--- src/hdl/mci_params.svh ---
// Constants for the modem core interrupt unit.
// Operation
// - Reset vectors to 0x0000 first, then 0x0004, 0x0008, 0x000C, 0x0010, 0x0014, power-down to 0x002C and the last source to 0x0028.
// - A reset leaves interrupt servicing disabled, except for power-down, until software enables it.
// - The edge-only request pin latches a request on a transition, not on a held level.
// - Software picks level or edge sensing for the highest external request pin.
// - Shared request pins keep interrupt and flag functions at the same time.
// - An enabled shared-pin interrupt fires whether the pin is driven from outside or by the flag output.
// - Each serial transmit and receive section requests once per finished word.
// - In automatic buffering a serial section requests only when the whole buffer is done.
// - All sources are prioritised and maskable except power-down and reset.
// - The two low-level request pins are level-sensitive and request while held.
// - Each processor answers eleven sources plus reset.
`ifndef MCI_PARAMS_SVH
`define MCI_PARAMS_SVH

// ***************************************************************
// Source indices, lowest index has highest priority.
// ***************************************************************
`define MCI_NUM_SRC 11
`define MCI_SRC_PWRDN 4'h0
`define MCI_SRC_EXT_REQ_EDGE_OR_LEVEL 4'h1
`define MCI_SRC_LVL_HI 4'h2
`define MCI_SRC_LVL_LO 4'h3
`define MCI_SRC_SP0_TX 4'h4
`define MCI_SRC_SP0_RX 4'h5
`define MCI_SRC_EDGE 4'h6
`define MCI_SRC_BYTE 4'h7
`define MCI_SRC_SP1_TX 4'h8
`define MCI_SRC_SP1_RX 4'h9
`define MCI_SRC_TIMER 4'ha
`define MCI_IDX_RESET 4'hf

// ***************************************************************
// Vector addresses.
// ***************************************************************
`define MCI_VEC_RESET 16'h0000
`define MCI_VEC_EXT_REQ_EDGE_OR_LEVEL 16'h0004
`define MCI_VEC_LVL_HI 16'h0008
`define MCI_VEC_LVL_LO 16'h000c
`define MCI_VEC_SP0_TX 16'h0010
`define MCI_VEC_SP0_RX 16'h0014
`define MCI_VEC_EDGE 16'h0018
`define MCI_VEC_BYTE 16'h001c
`define MCI_VEC_SP1_TX 16'h0020
`define MCI_VEC_SP1_RX 16'h0024
`define MCI_VEC_TIMER 16'h0028
`define MCI_VEC_PWRDN 16'h002c

// ***************************************************************
// Reset values.
// ***************************************************************
`define MCI_PEND_RST 11'h000
`define MCI_PIN_IDLE 1'h1

`endif

--- src/hdl/mci_pkg.sv ---
// Types shared by the modem core interrupt unit.
package mci_pkg;
    typedef enum logic [0:0] {ST_IDLE, ST_WAIT} mci_state_e;
    typedef logic [10:0] mci_src_t;
    typedef logic [15:0] mci_vec_t;
endpackage

--- src/hdl/mci_req_detect.sv ---
// Synchroniser and level/edge detector for one active-low request pin.
`timescale 1ns/1ps
`include "mci_params.svh"
module mci_req_detect
    import mci_pkg::*;
(
    input wire logic mclk,
    input wire logic sys_rst,
    input wire logic pin_n,
    output logic req_level,
    output logic req_fall
);
    logic sync1_reg, sync2_reg, last_reg;
    logic sync1_next, sync2_next, last_next;

    // Two flip-flops bring the pin into the clock domain, a third
    // remembers the previous settled level for the edge detector.
    always_comb begin
        sync1_next = pin_n;
        sync2_next = sync1_reg;
        last_next = sync2_reg;
    end

    // Registers with the pin idle (high) after reset.
    always_ff @(posedge mclk) begin
        if (sys_rst) begin
            sync1_reg <= `MCI_PIN_IDLE;
            sync2_reg <= `MCI_PIN_IDLE;
            last_reg <= `MCI_PIN_IDLE;
        end else begin
            sync1_reg <= sync1_next;
            sync2_reg <= sync2_next;
            last_reg <= last_next;
        end
    end

    // Asserted level and one-cycle falling-edge pulse.
    assign req_level = ~sync2_reg;
    assign req_fall = last_reg & ~sync2_reg;
endmodule

--- src/hdl/mci_top.sv ---
// Interrupt unit of one modem processor: pending, masking, vectoring.
`timescale 1ns/1ps
`include "mci_params.svh"
module mci_top
    import mci_pkg::*;
(
    input wire logic mclk,
    input wire logic sys_rst,
    input wire logic ext_req_edge_or_level_n,
    input wire logic ext_req_level_high_n,
    input wire logic ext_req_level_low_n,
    input wire logic ext_req_edge_only_n,
    input wire logic ext_req_one_n,
    input wire logic ext_req_zero_n,
    input wire logic [3:0] flag_dout,
    input wire logic [3:0] flag_dir,
    input wire logic [2:0] edge_sel,
    input wire logic sp1_pin_irq,
    input wire logic [3:0] sp_word_done,
    input wire logic [3:0] sp_buf_done,
    input wire logic [3:0] sp_autobuf,
    input wire logic byte_done,
    input wire logic timer_done,
    input wire logic pwrdn_req,
    input wire logic [10:1] interrupt_enable_mask,
    input wire logic int_enable_set,
    input wire logic int_enable_clr,
    input wire mci_src_t sw_set,
    input wire mci_src_t sw_clr,
    input wire logic core_ack,
    output logic flag_io_bit7_out,
    output logic flag_io_bit7_oe,
    output logic flag_io_bit6_out,
    output logic flag_io_bit6_oe,
    output logic flag_io_bit5_out,
    output logic flag_io_bit5_oe,
    output logic flag_io_bit4_out,
    output logic flag_io_bit4_oe,
    output logic vec_req,
    output mci_vec_t vec_addr,
    output mci_src_t pending,
    output logic int_enabled
);
    // ***********************************************************
    // Pin detectors
    // ***********************************************************
    logic [5:0] pins_n, lvl, fall;
    assign pins_n = {ext_req_zero_n, ext_req_one_n, ext_req_edge_only_n,
                     ext_req_level_low_n, ext_req_level_high_n,
                     ext_req_edge_or_level_n};

    // One synchroniser per request pin; the pin is read as a plain
    // input while the flag driver may be driving it too.
    genvar gi;
    generate
        for (gi = 0; gi < 6; gi = gi + 1) begin : g_pin
            mci_req_detect u_det (
                .mclk(mclk),
                .sys_rst(sys_rst),
                .pin_n(pins_n[gi]),
                .req_level(lvl[gi]),
                .req_fall(fall[gi])
            );
        end
    endgenerate

    // Maps a source index to its vector address.
    function automatic mci_vec_t vec_of(input logic [3:0] idx);
        unique case (idx)
            `MCI_SRC_PWRDN: vec_of = `MCI_VEC_PWRDN;
            `MCI_SRC_EXT_REQ_EDGE_OR_LEVEL: vec_of = `MCI_VEC_EXT_REQ_EDGE_OR_LEVEL;
            `MCI_SRC_LVL_HI: vec_of = `MCI_VEC_LVL_HI;
            `MCI_SRC_LVL_LO: vec_of = `MCI_VEC_LVL_LO;
            `MCI_SRC_SP0_TX: vec_of = `MCI_VEC_SP0_TX;
            `MCI_SRC_SP0_RX: vec_of = `MCI_VEC_SP0_RX;
            `MCI_SRC_EDGE: vec_of = `MCI_VEC_EDGE;
            `MCI_SRC_BYTE: vec_of = `MCI_VEC_BYTE;
            `MCI_SRC_SP1_TX: vec_of = `MCI_VEC_SP1_TX;
            `MCI_SRC_SP1_RX: vec_of = `MCI_VEC_SP1_RX;
            `MCI_SRC_TIMER: vec_of = `MCI_VEC_TIMER;
            default: vec_of = `MCI_VEC_RESET;
        endcase
    endfunction

    // ***********************************************************
    // Pending logic
    // ***********************************************************
    mci_src_t pend_reg, pend_next, hw_set, lvl_type, lvl_now, ack_clr;
    mci_src_t active;
    logic [3:0] sp_evt;
    logic en_reg, en_next;

    // Serial sections request per word, or per buffer in autobuffer.
    assign sp_evt = (sp_autobuf & sp_buf_done) |
                    (~sp_autobuf & sp_word_done);

    // Source events and the sources that simply follow a pin level.
    always_comb begin
        hw_set = {timer_done,
                  sp1_pin_irq ? fall[5] : sp_evt[3],
                  sp1_pin_irq ? fall[4] : sp_evt[2],
                  byte_done, fall[3], sp_evt[1], sp_evt[0],
                  1'b0, 1'b0, fall[0], pwrdn_req};
        lvl_type = {1'b0, sp1_pin_irq & ~edge_sel[0],
                    sp1_pin_irq & ~edge_sel[1], 4'h0,
                    1'b1, 1'b1, ~edge_sel[2], 1'b0};
        lvl_now = {1'b0, lvl[5], lvl[4], 4'h0,
                   lvl[2], lvl[1], lvl[0], 1'b0};
    end

    // Latched bits hold until cleared, a new set beats a clear;
    // level bits track their pin.
    always_comb begin
        pend_next = (lvl_type & lvl_now) |
                    (~lvl_type & ((pend_reg & ~(sw_clr | ack_clr)) |
                                  hw_set | sw_set));
        if (int_enable_set) begin
            en_next = 1'b1;
        end else if (int_enable_clr) begin
            en_next = 1'b0;
        end else begin
            en_next = en_reg;
        end
        active = pend_reg & {interrupt_enable_mask, 1'b1} &
                 {{10{en_reg}}, 1'b1};
    end

    // Servicing of all sources but power-down is off after reset.
    always_ff @(posedge mclk) begin
        if (sys_rst) begin
            pend_reg <= `MCI_PEND_RST;
            en_reg <= 1'b0;
        end else begin
            pend_reg <= pend_next;
            en_reg <= en_next;
        end
    end

    // ***********************************************************
    // Vectoring state machine
    // ***********************************************************
    mci_state_e st_reg, st_next;
    logic req_reg, req_next, any_act;
    mci_vec_t addr_reg, addr_next;
    logic [3:0] idx_reg, idx_next, sel;

    // Fixed priority: the lowest active index wins.
    always_comb begin
        sel = 4'h0;
        any_act = 1'b0;
        for (int i = `MCI_NUM_SRC - 1; i >= 0; i--) begin
            if (active[i]) begin
                sel = i[3:0];
                any_act = 1'b1;
            end
        end
    end

    // Issues one vector and waits for the core to take it.
    always_comb begin
        st_next = st_reg;
        req_next = req_reg;
        addr_next = addr_reg;
        idx_next = idx_reg;
        ack_clr = '0;
        unique case (st_reg)
            ST_IDLE: begin
                if (any_act) begin
                    req_next = 1'b1;
                    addr_next = vec_of(sel);
                    idx_next = sel;
                    st_next = ST_WAIT;
                end
            end
            ST_WAIT: begin
                if (core_ack) begin
                    req_next = 1'b0;
                    if (idx_reg != `MCI_IDX_RESET) begin
                        ack_clr[idx_reg] = 1'b1;
                    end
                    st_next = ST_IDLE;
                end
            end
        endcase
    end

    // Reset presents the reset vector until the core takes it.
    always_ff @(posedge mclk) begin
        if (sys_rst) begin
            st_reg <= ST_WAIT;
            req_reg <= 1'b1;
            addr_reg <= `MCI_VEC_RESET;
            idx_reg <= `MCI_IDX_RESET;
        end else begin
            st_reg <= st_next;
            req_reg <= req_next;
            addr_reg <= addr_next;
            idx_reg <= idx_next;
        end
    end

    // ***********************************************************
    // Flag outputs
    // ***********************************************************
    logic [3:0] fout_reg, foe_reg;

    // Flag drivers run independently of the interrupt path.
    always_ff @(posedge mclk) begin
        if (sys_rst) begin
            fout_reg <= 4'h0;
            foe_reg <= 4'h0;
        end else begin
            fout_reg <= flag_dout;
            foe_reg <= flag_dir;
        end
    end

    assign {flag_io_bit7_out, flag_io_bit6_out, flag_io_bit5_out,
            flag_io_bit4_out} = fout_reg;
    assign {flag_io_bit7_oe, flag_io_bit6_oe, flag_io_bit5_oe,
            flag_io_bit4_oe} = foe_reg;
    assign vec_req = req_reg;
    assign vec_addr = addr_reg;
    assign pending = pend_reg;
    assign int_enabled = en_reg;
endmodule

--- config.mk ---
export PLATFORM = sky130hd
export DESIGN_NAME = mci_top
export DESIGN_NICKNAME = d
export VERILOG_FILES = /design/src/hdl/mci_pkg.sv /design/src/hdl/mci_req_detect.sv /design/src/hdl/mci_top.sv
export VERILOG_INCLUDE_DIRS = /design/src /design/src/hdl
export SDC_FILE = /design/constraint.sdc
export NUM_CORES = 1
export LEC_CHECK = 0
export BUFFER_PORTS_ARGS = -buffer_cell sky130_fd_sc_hd__buf_2
export CAP_MARGIN = 20
export CORE_ASPECT_RATIO = 0.75
export CORE_MARGIN = 4
export CORE_UTILIZATION = 47
export CTS_CLUSTER_DIAMETER = 200
export DETAILED_ROUTE_END_ITERATION = 10
export PLACE_DENSITY_LB_ADDON = 0.08
export SLEW_MARGIN = 20
export SYNTH_ARGS = -nofsm -noshare
export SYNTH_HDL_FRONTEND = slang
export SYNTH_SLANG_ARGS = --single-unit
export TNS_END_PERCENT = 20
--- constraint.sdc ---
create_clock -name mclk -period 3.5 [get_ports mclk]
set_input_delay 0.35 -clock mclk [delete_from_list [all_inputs] [get_ports mclk]]
set_output_delay 0.35 -clock mclk [all_outputs]
set_load 0.02 [all_outputs]
==> flow_summary.ini, run 1 <==
[grt]
grt_max_degree = 40
antenna_found_initial = 0
overflow = 0
grt_pass1_vias = 1558
grt_pass1_wl_um = 7380
grt_usage_pct = 18.4

[synthesis]
postSynthAreaPerCell_um2 = 9.02
post-synth-top-count-cell = dfxtp_1
netlist_top_cells_count = 46 x dfxtp_1, 18 x nor2b_1, 16 x nand2_1
synthXorXnorAreaFrac_pct = 0
yosysSeqAreaShare_pct = 47.7
muxShareOfSynthArea_pct = 0
synth-simple-area-share_pct = 23.5
synth_compound_area_share_pct = 21.0
synth_cell_type_count = 41
synth-async-reset-ratio_pct = 0
syn_area_um2 = 1930
synth_edf_count = 0
yosysWarnings = 0
synth-main-ff-cell = dfxtp_1
synth_top_family_by_area = simple AND/OR/NAND/NOR gates
yosysTopAreaCellShare_pct = 47.7
synthAdderAreaFrac_pct = 0
yosys.area.top_type = dfxtp_1
synth.ff_latch_count = 46
synthCells = 214
synthTopCellsByArea = dfxtp_1 48%, nor2b_1 5.8%, or2_2 4.9%, buf_4 4.7%, a21oi_1 3.9%

[die]
num_io_pins = 107
design.core.area_um2 = 3800
die_x_um = 82.0
rows = 19
die_y_um = 63.5
initial_utilization_pct = 50.7
dieArea_um2 = 5200

[power]
power_density_nw_per_um2 = 459
power.leakage_nw = 1.18
vdd_ir_drop_max_uv = 281

[outcome]
status = finished clean

[clocking]
cts_max_level = 2
clk_pin_slew_worst_paths_ns = 0.08
cts_num_sinks = 46
clock_path_buffers = 2
clock_latency_ns = 0.29
ctsResizeCount = 0
cts_buffers = 5
tritoncts = yes
hold_buffers = 0
post_cts_buffers = 0
root_buffer = clkbuf_8

[timing]
setup_slack_ns = 1.52
finalSetupTns_ns = 0
worst_slew_pin_slew_ns = 0.636
slew_violations = 0
hold_viol_final = 0
layout_min_cycle_time_ns = 1.98
rsz0062_at_grt = no
timing.hold.ws_ns = 0.236
clock.fmax_mhz = 505
setup_viol = 0
fin_crit_sh_pct = 56.6
worst_slew_margin_rel_pct = 57.6
fin_skew_ns = 0.00366

[cells_and_area]
antenna_cells = 0
nFillCells = 354
finalNetCount = 375
area_growth_pct = 28.9
fin_area_um2 = 2490
largest_reg_flops = 11
layout-drive-gt1-share_pct = 39.5

[route]
route.vias.total = 1812
post_drt_wl_per_cell_um = 13.0
firstDrtPassIters = 4
drc = 0
final_antenna_net_count = 0
drt_iter0_markers = 83
viasPerCell = 5.06
finalWirelength_um = 4660

[hold_path]
hold_class = in2reg

[placed_design]
hpwl_um = 3640
pre_cts_slack_ns = 1.49
placed_cell_area_um2 = 2380
gp_congestion = 0.933
io_buffer_count = 90

[job]
cap_violations = 0

[setup_path]
critPathMaxStageDelay_ns = 0.58
crit_buf_inv = 0
r2r_setup_slack_ns = 1.52
cp_cell_sequence = a222oi_1 -> nand4_1 -> o21ai_2 -> a21oi_1 -> a221o_1
endpoint_kind = flop
critPathSlowestCell = a222oi_1
criticalPathCategory = reg2reg
critPathMaxFanout = 5
required_ns = 3.69
critPathLaunchType = flop
crit_arrival_ns = 2.17
cp_top_family = compound AO/OA/AOI/OAI gates
## final cells by class
class / count / area [um2] / share of cell area, %
flip-flops and latches: 46 / 921 / 37.0
multi-input cells: 152 / 903 / 36.3
repair buffers: 90 / 450 / 18.1
clock buffers: 6 / 72.6 / 2.92
well taps: 52 / 65.1 / 2.62
clock inverters: 2 / 37.5 / 1.51
inverters: 10 / 37.5 / 1.51
## cells by family (layout without fill, tap and decap cells)
group	Yosys count	in the layout
AND/OR/NAND/NOR	83	83
AO/OA/AOI/OAI	57	57
flip-flops	46	46
buffers and inverters	27	108
other	1	12
## power by group
part	total, mW	leakage [nW]	internal (mW)	switching, mW
Clock	0.386	0.0514	0.213	0.173
Sequential	0.577	0.381	0.553	0.0237
Combinational	0.180	0.752	0.0787	0.101
## worst paths after layout
path                                  from                  endpoint  depth (start not counted)
setup reg to reg                pending[9]                idx_reg[1]                          5
hold / removal               ext_req_one_n  g_pin[4].u_det.sync1_reg                          2
hold reg to reg   g_pin[1].u_det.last_next                pending[2]                          1
setup / recovery                pending[9]                idx_reg[1]                          5
## routing by layer
metal	track usage (%)	vias up	part of all wire [%]
li1	-	912	-
met3	4.99	5	12
met4	5.60	0	0.99
met5	0	-	0
met1	25.5	811	44
met2	27.5	84	43
## cell usage in the layout (no fill, tap or decap), types with 5 or more instances in the layout
cell	synthesis	layout
a21oi_1	15	15
buf_2	0	90
clkbuf_8	0	5
conb_1	1	12
dfxtp_1	46	46
inv_1	10	10
nand2_1	16	16
nor2_1	12	12
nor2b_1	18	18
o21ai_0	9	9
or2_2	15	15
## metrics by stage
stage	total power, mW	util, %	cells
after floorplan	0.702	-	225
after global placement	0.766	62.5	350
after detailed placement	0.767	62.5	350
after CTS	1.15	65.4	358
after global routing	1.20	65.4	358
final	1.14	65.4	358
Power figures use the tool's default switching activity.
==> run 2, diff against run 1 <==
--- a/config.mk
+++ b/config.mk
@@ -10,7 +10,7 @@
 export CAP_MARGIN = 20
 export CORE_ASPECT_RATIO = 0.75
 export CORE_MARGIN = 4
-export CORE_UTILIZATION = 47
+export CORE_UTILIZATION = 44
 export CTS_CLUSTER_DIAMETER = 200
 export DETAILED_ROUTE_END_ITERATION = 10
 export PLACE_DENSITY_LB_ADDON = 0.08
==> constraint.sdc (replaced) <==
create_clock -name mclk -period 2 [get_ports mclk]
set_input_delay 0.2 -clock mclk [delete_from_list [all_inputs] [get_ports mclk]]
set_output_delay 0.2 -clock mclk [all_outputs]
set_load 0.02 [all_outputs]
==> flow_summary.ini, run 2 (synthesized netlist as in run 1, its figures left out) <==
[outcome]
status = finished clean

[route]
viasPerCell = 4.82
drc = 0
final_antenna_net_count = 0
route.vias.total = 1763
drt_iter0_markers = 103
firstDrtPassIters = 4
finalWirelength_um = 4760
post_drt_wl_per_cell_um = 13.0

[grt]
antenna_found_initial = 0
grt_pass1_vias = 1667
overflow = 0
grt_pass1_wl_um = 7640
grt_usage_pct = 17.8
grt_max_degree = 30

[timing]
timing.hold.ws_ns = 0.0743
finalSetupTns_ns = 0
setup_viol = 0
hold_viol_final = 0
rsz0062_at_grt = no
slew_violations = 0
clock.fmax_mhz = 562
fin_skew_ns = 0.00952
layout_min_cycle_time_ns = 1.78
fin_crit_sh_pct = 88.9

[power]
p_int_mw = 1.36
seqPwrFrac_pct = 53.0
vdd_ir_drop_max_uv = 499
power_mw = 1.90
power_frac_clock_pct = 29.8
p_sw_share_pct = 28.3
combPwrFrac_pct = 17.2
power_density_nw_per_um2 = 758
p_sw_mw = 0.538
power.leakage_nw = 1.20

[clocking]
cts_max_level = 2
root_buffer = clkbuf_8
post_cts_buffers = 0
hold_buffers = 0
clk_pin_slew_worst_paths_ns = 0.09
clock_path_buffers = 2
cts_buffers = 5
cts_num_sinks = 46
clock_latency_ns = 0.31
tritoncts = yes
ctsResizeCount = 0

[setup_path]
timing.rr.end = idx_reg[1]
critPathMaxStageDelay_ns = 0.50
critPathLaunchType = flop
r2r_cells = 5
critPathSlowestCell = a222oi_1
crit_cells = 5
r2r_setup_slack_ns = 0.22
critPathMaxFanout = 5
crit_buf_inv = 0
cp_top_family = compound AO/OA/AOI/OAI gates
endpoint_kind = flop
crit_arrival_ns = 1.98
rr_startpoint = pending[9]
required_ns = 2.21
cp_cell_sequence = a222oi_1 -> nand4_1 -> o21ai_2 -> a21oi_1 -> a221o_1
criticalPathCategory = reg2reg

[die]
initial_utilization_pct = 46.7
die_y_um = 65.3
rows = 20
design.core.area_um2 = 4130
die_x_um = 84.5
dieArea_um2 = 5520
num_io_pins = 107

[hold_path]
min_path_cells = 2
hold_class = in2reg
min_from = ext_req_one_n
holdPathEnd = g_pin[4].u_det.sync1_reg

[cells_and_area]
largest_reg_flops = 11
final_common_cell = buf_2
nFillCells = 389
antenna_cells = 0
area_growth_pct = 29.8
most-common-layout-cells = 90 x buf_2, 46 x dfxtp_1, 18 x nor2b_1
layout-drive-gt1-share_pct = 40.5
finalNetCount = 380

[placed_design]
io_buffer_count = 90
gp_congestion = 0.840
hpwl_um = 3800

[job]
cap_violations = 0
-- run 2: changes by cell type in the layout (fill, tap and decap cells not counted), sizes merged --
cell	previous run	this run
buf	90	95
bufinv	1	0
clkinv	0	2
clkinvlp	1	0
-- run 2: per-layer routing --
| layer | vias up | wire length, um | track usage [%] |
|---|---|---|---|
| met5 | - | 0 | 0 |
| met4 | 0 | 50 | 5.53 |
| met3 | 6 | 362 | 6.77 |
| met2 | 61 | 2250 | 29.0 |
| met1 | 774 | 2100 | 21.8 |
| li1 | 922 | - | - |
-- run 2: stage by stage --
| step | setup slack [ns] | area [um2] | utilization, % | std cells |
|---|---|---|---|---|
| final | 0.222 | 2500 | 60.7 | 366 |
| after global routing | 0.0353 | 2500 | 60.7 | 366 |
| after CTS | 0.209 | 2500 | 60.7 | 366 |
| after detailed placement | 0.201 | 2420 | 58.6 | 358 |
| after global placement | 0.237 | 2420 | 58.6 | 358 |
| after floorplan | 0.282 | 1970 | - | 225 |
-- run 2: power by group through the flow --
stage,Combinational [mW],Sequential (mW),Clock (mW)
after floorplan,0.170,1.06,0
after global placement,0.325,1.03,0
after detailed placement,0.327,1.03,0
after CTS,0.329,1.01,0.582
after global routing,0.364,1.02,0.615
final,0.327,1.01,0.565
-- run 2: cell type report --
| class | instances | area [um2] | share of cell area [%] |
|---|---|---|---|
| Sequential cell | 46 | 921 | 36.8 |
| Multi-Input combinational cell | 152 | 903 | 36.1 |
| Timing Repair Buffer | 95 | 488 | 19.5 |
| Clock buffer | 6 | 72.6 | 2.90 |
| Tap cell | 55 | 68.8 | 2.75 |
| Inverter | 10 | 37.5 | 1.50 |
| Clock inverter | 2 | 13.8 | 0.549 |
-- run 2: worst reg2reg max path, cell delays in order, from the launching register on --
cell      delay, ns
dfxtp_1        0.35
a222oi_1       0.50
nand4_1        0.25
o21ai_2        0.19
a21oi_1        0.06
a221o_1        0.32
-- run 2: worst max path at each step --
| stage | start | to |
|---|---|---|
| 2_1_floorplan | pending[9] | idx_reg[1] |
| 3_3_place_gp | pending[9] | idx_reg[1] |
| 3_5_place_dp | pending[9] | idx_reg[1] |
| 4_1_cts | pending[9] | idx_reg[1] |
| 5_1_grt | pending[9] | vec_req |
| 6_report | pending[9] | idx_reg[1] |
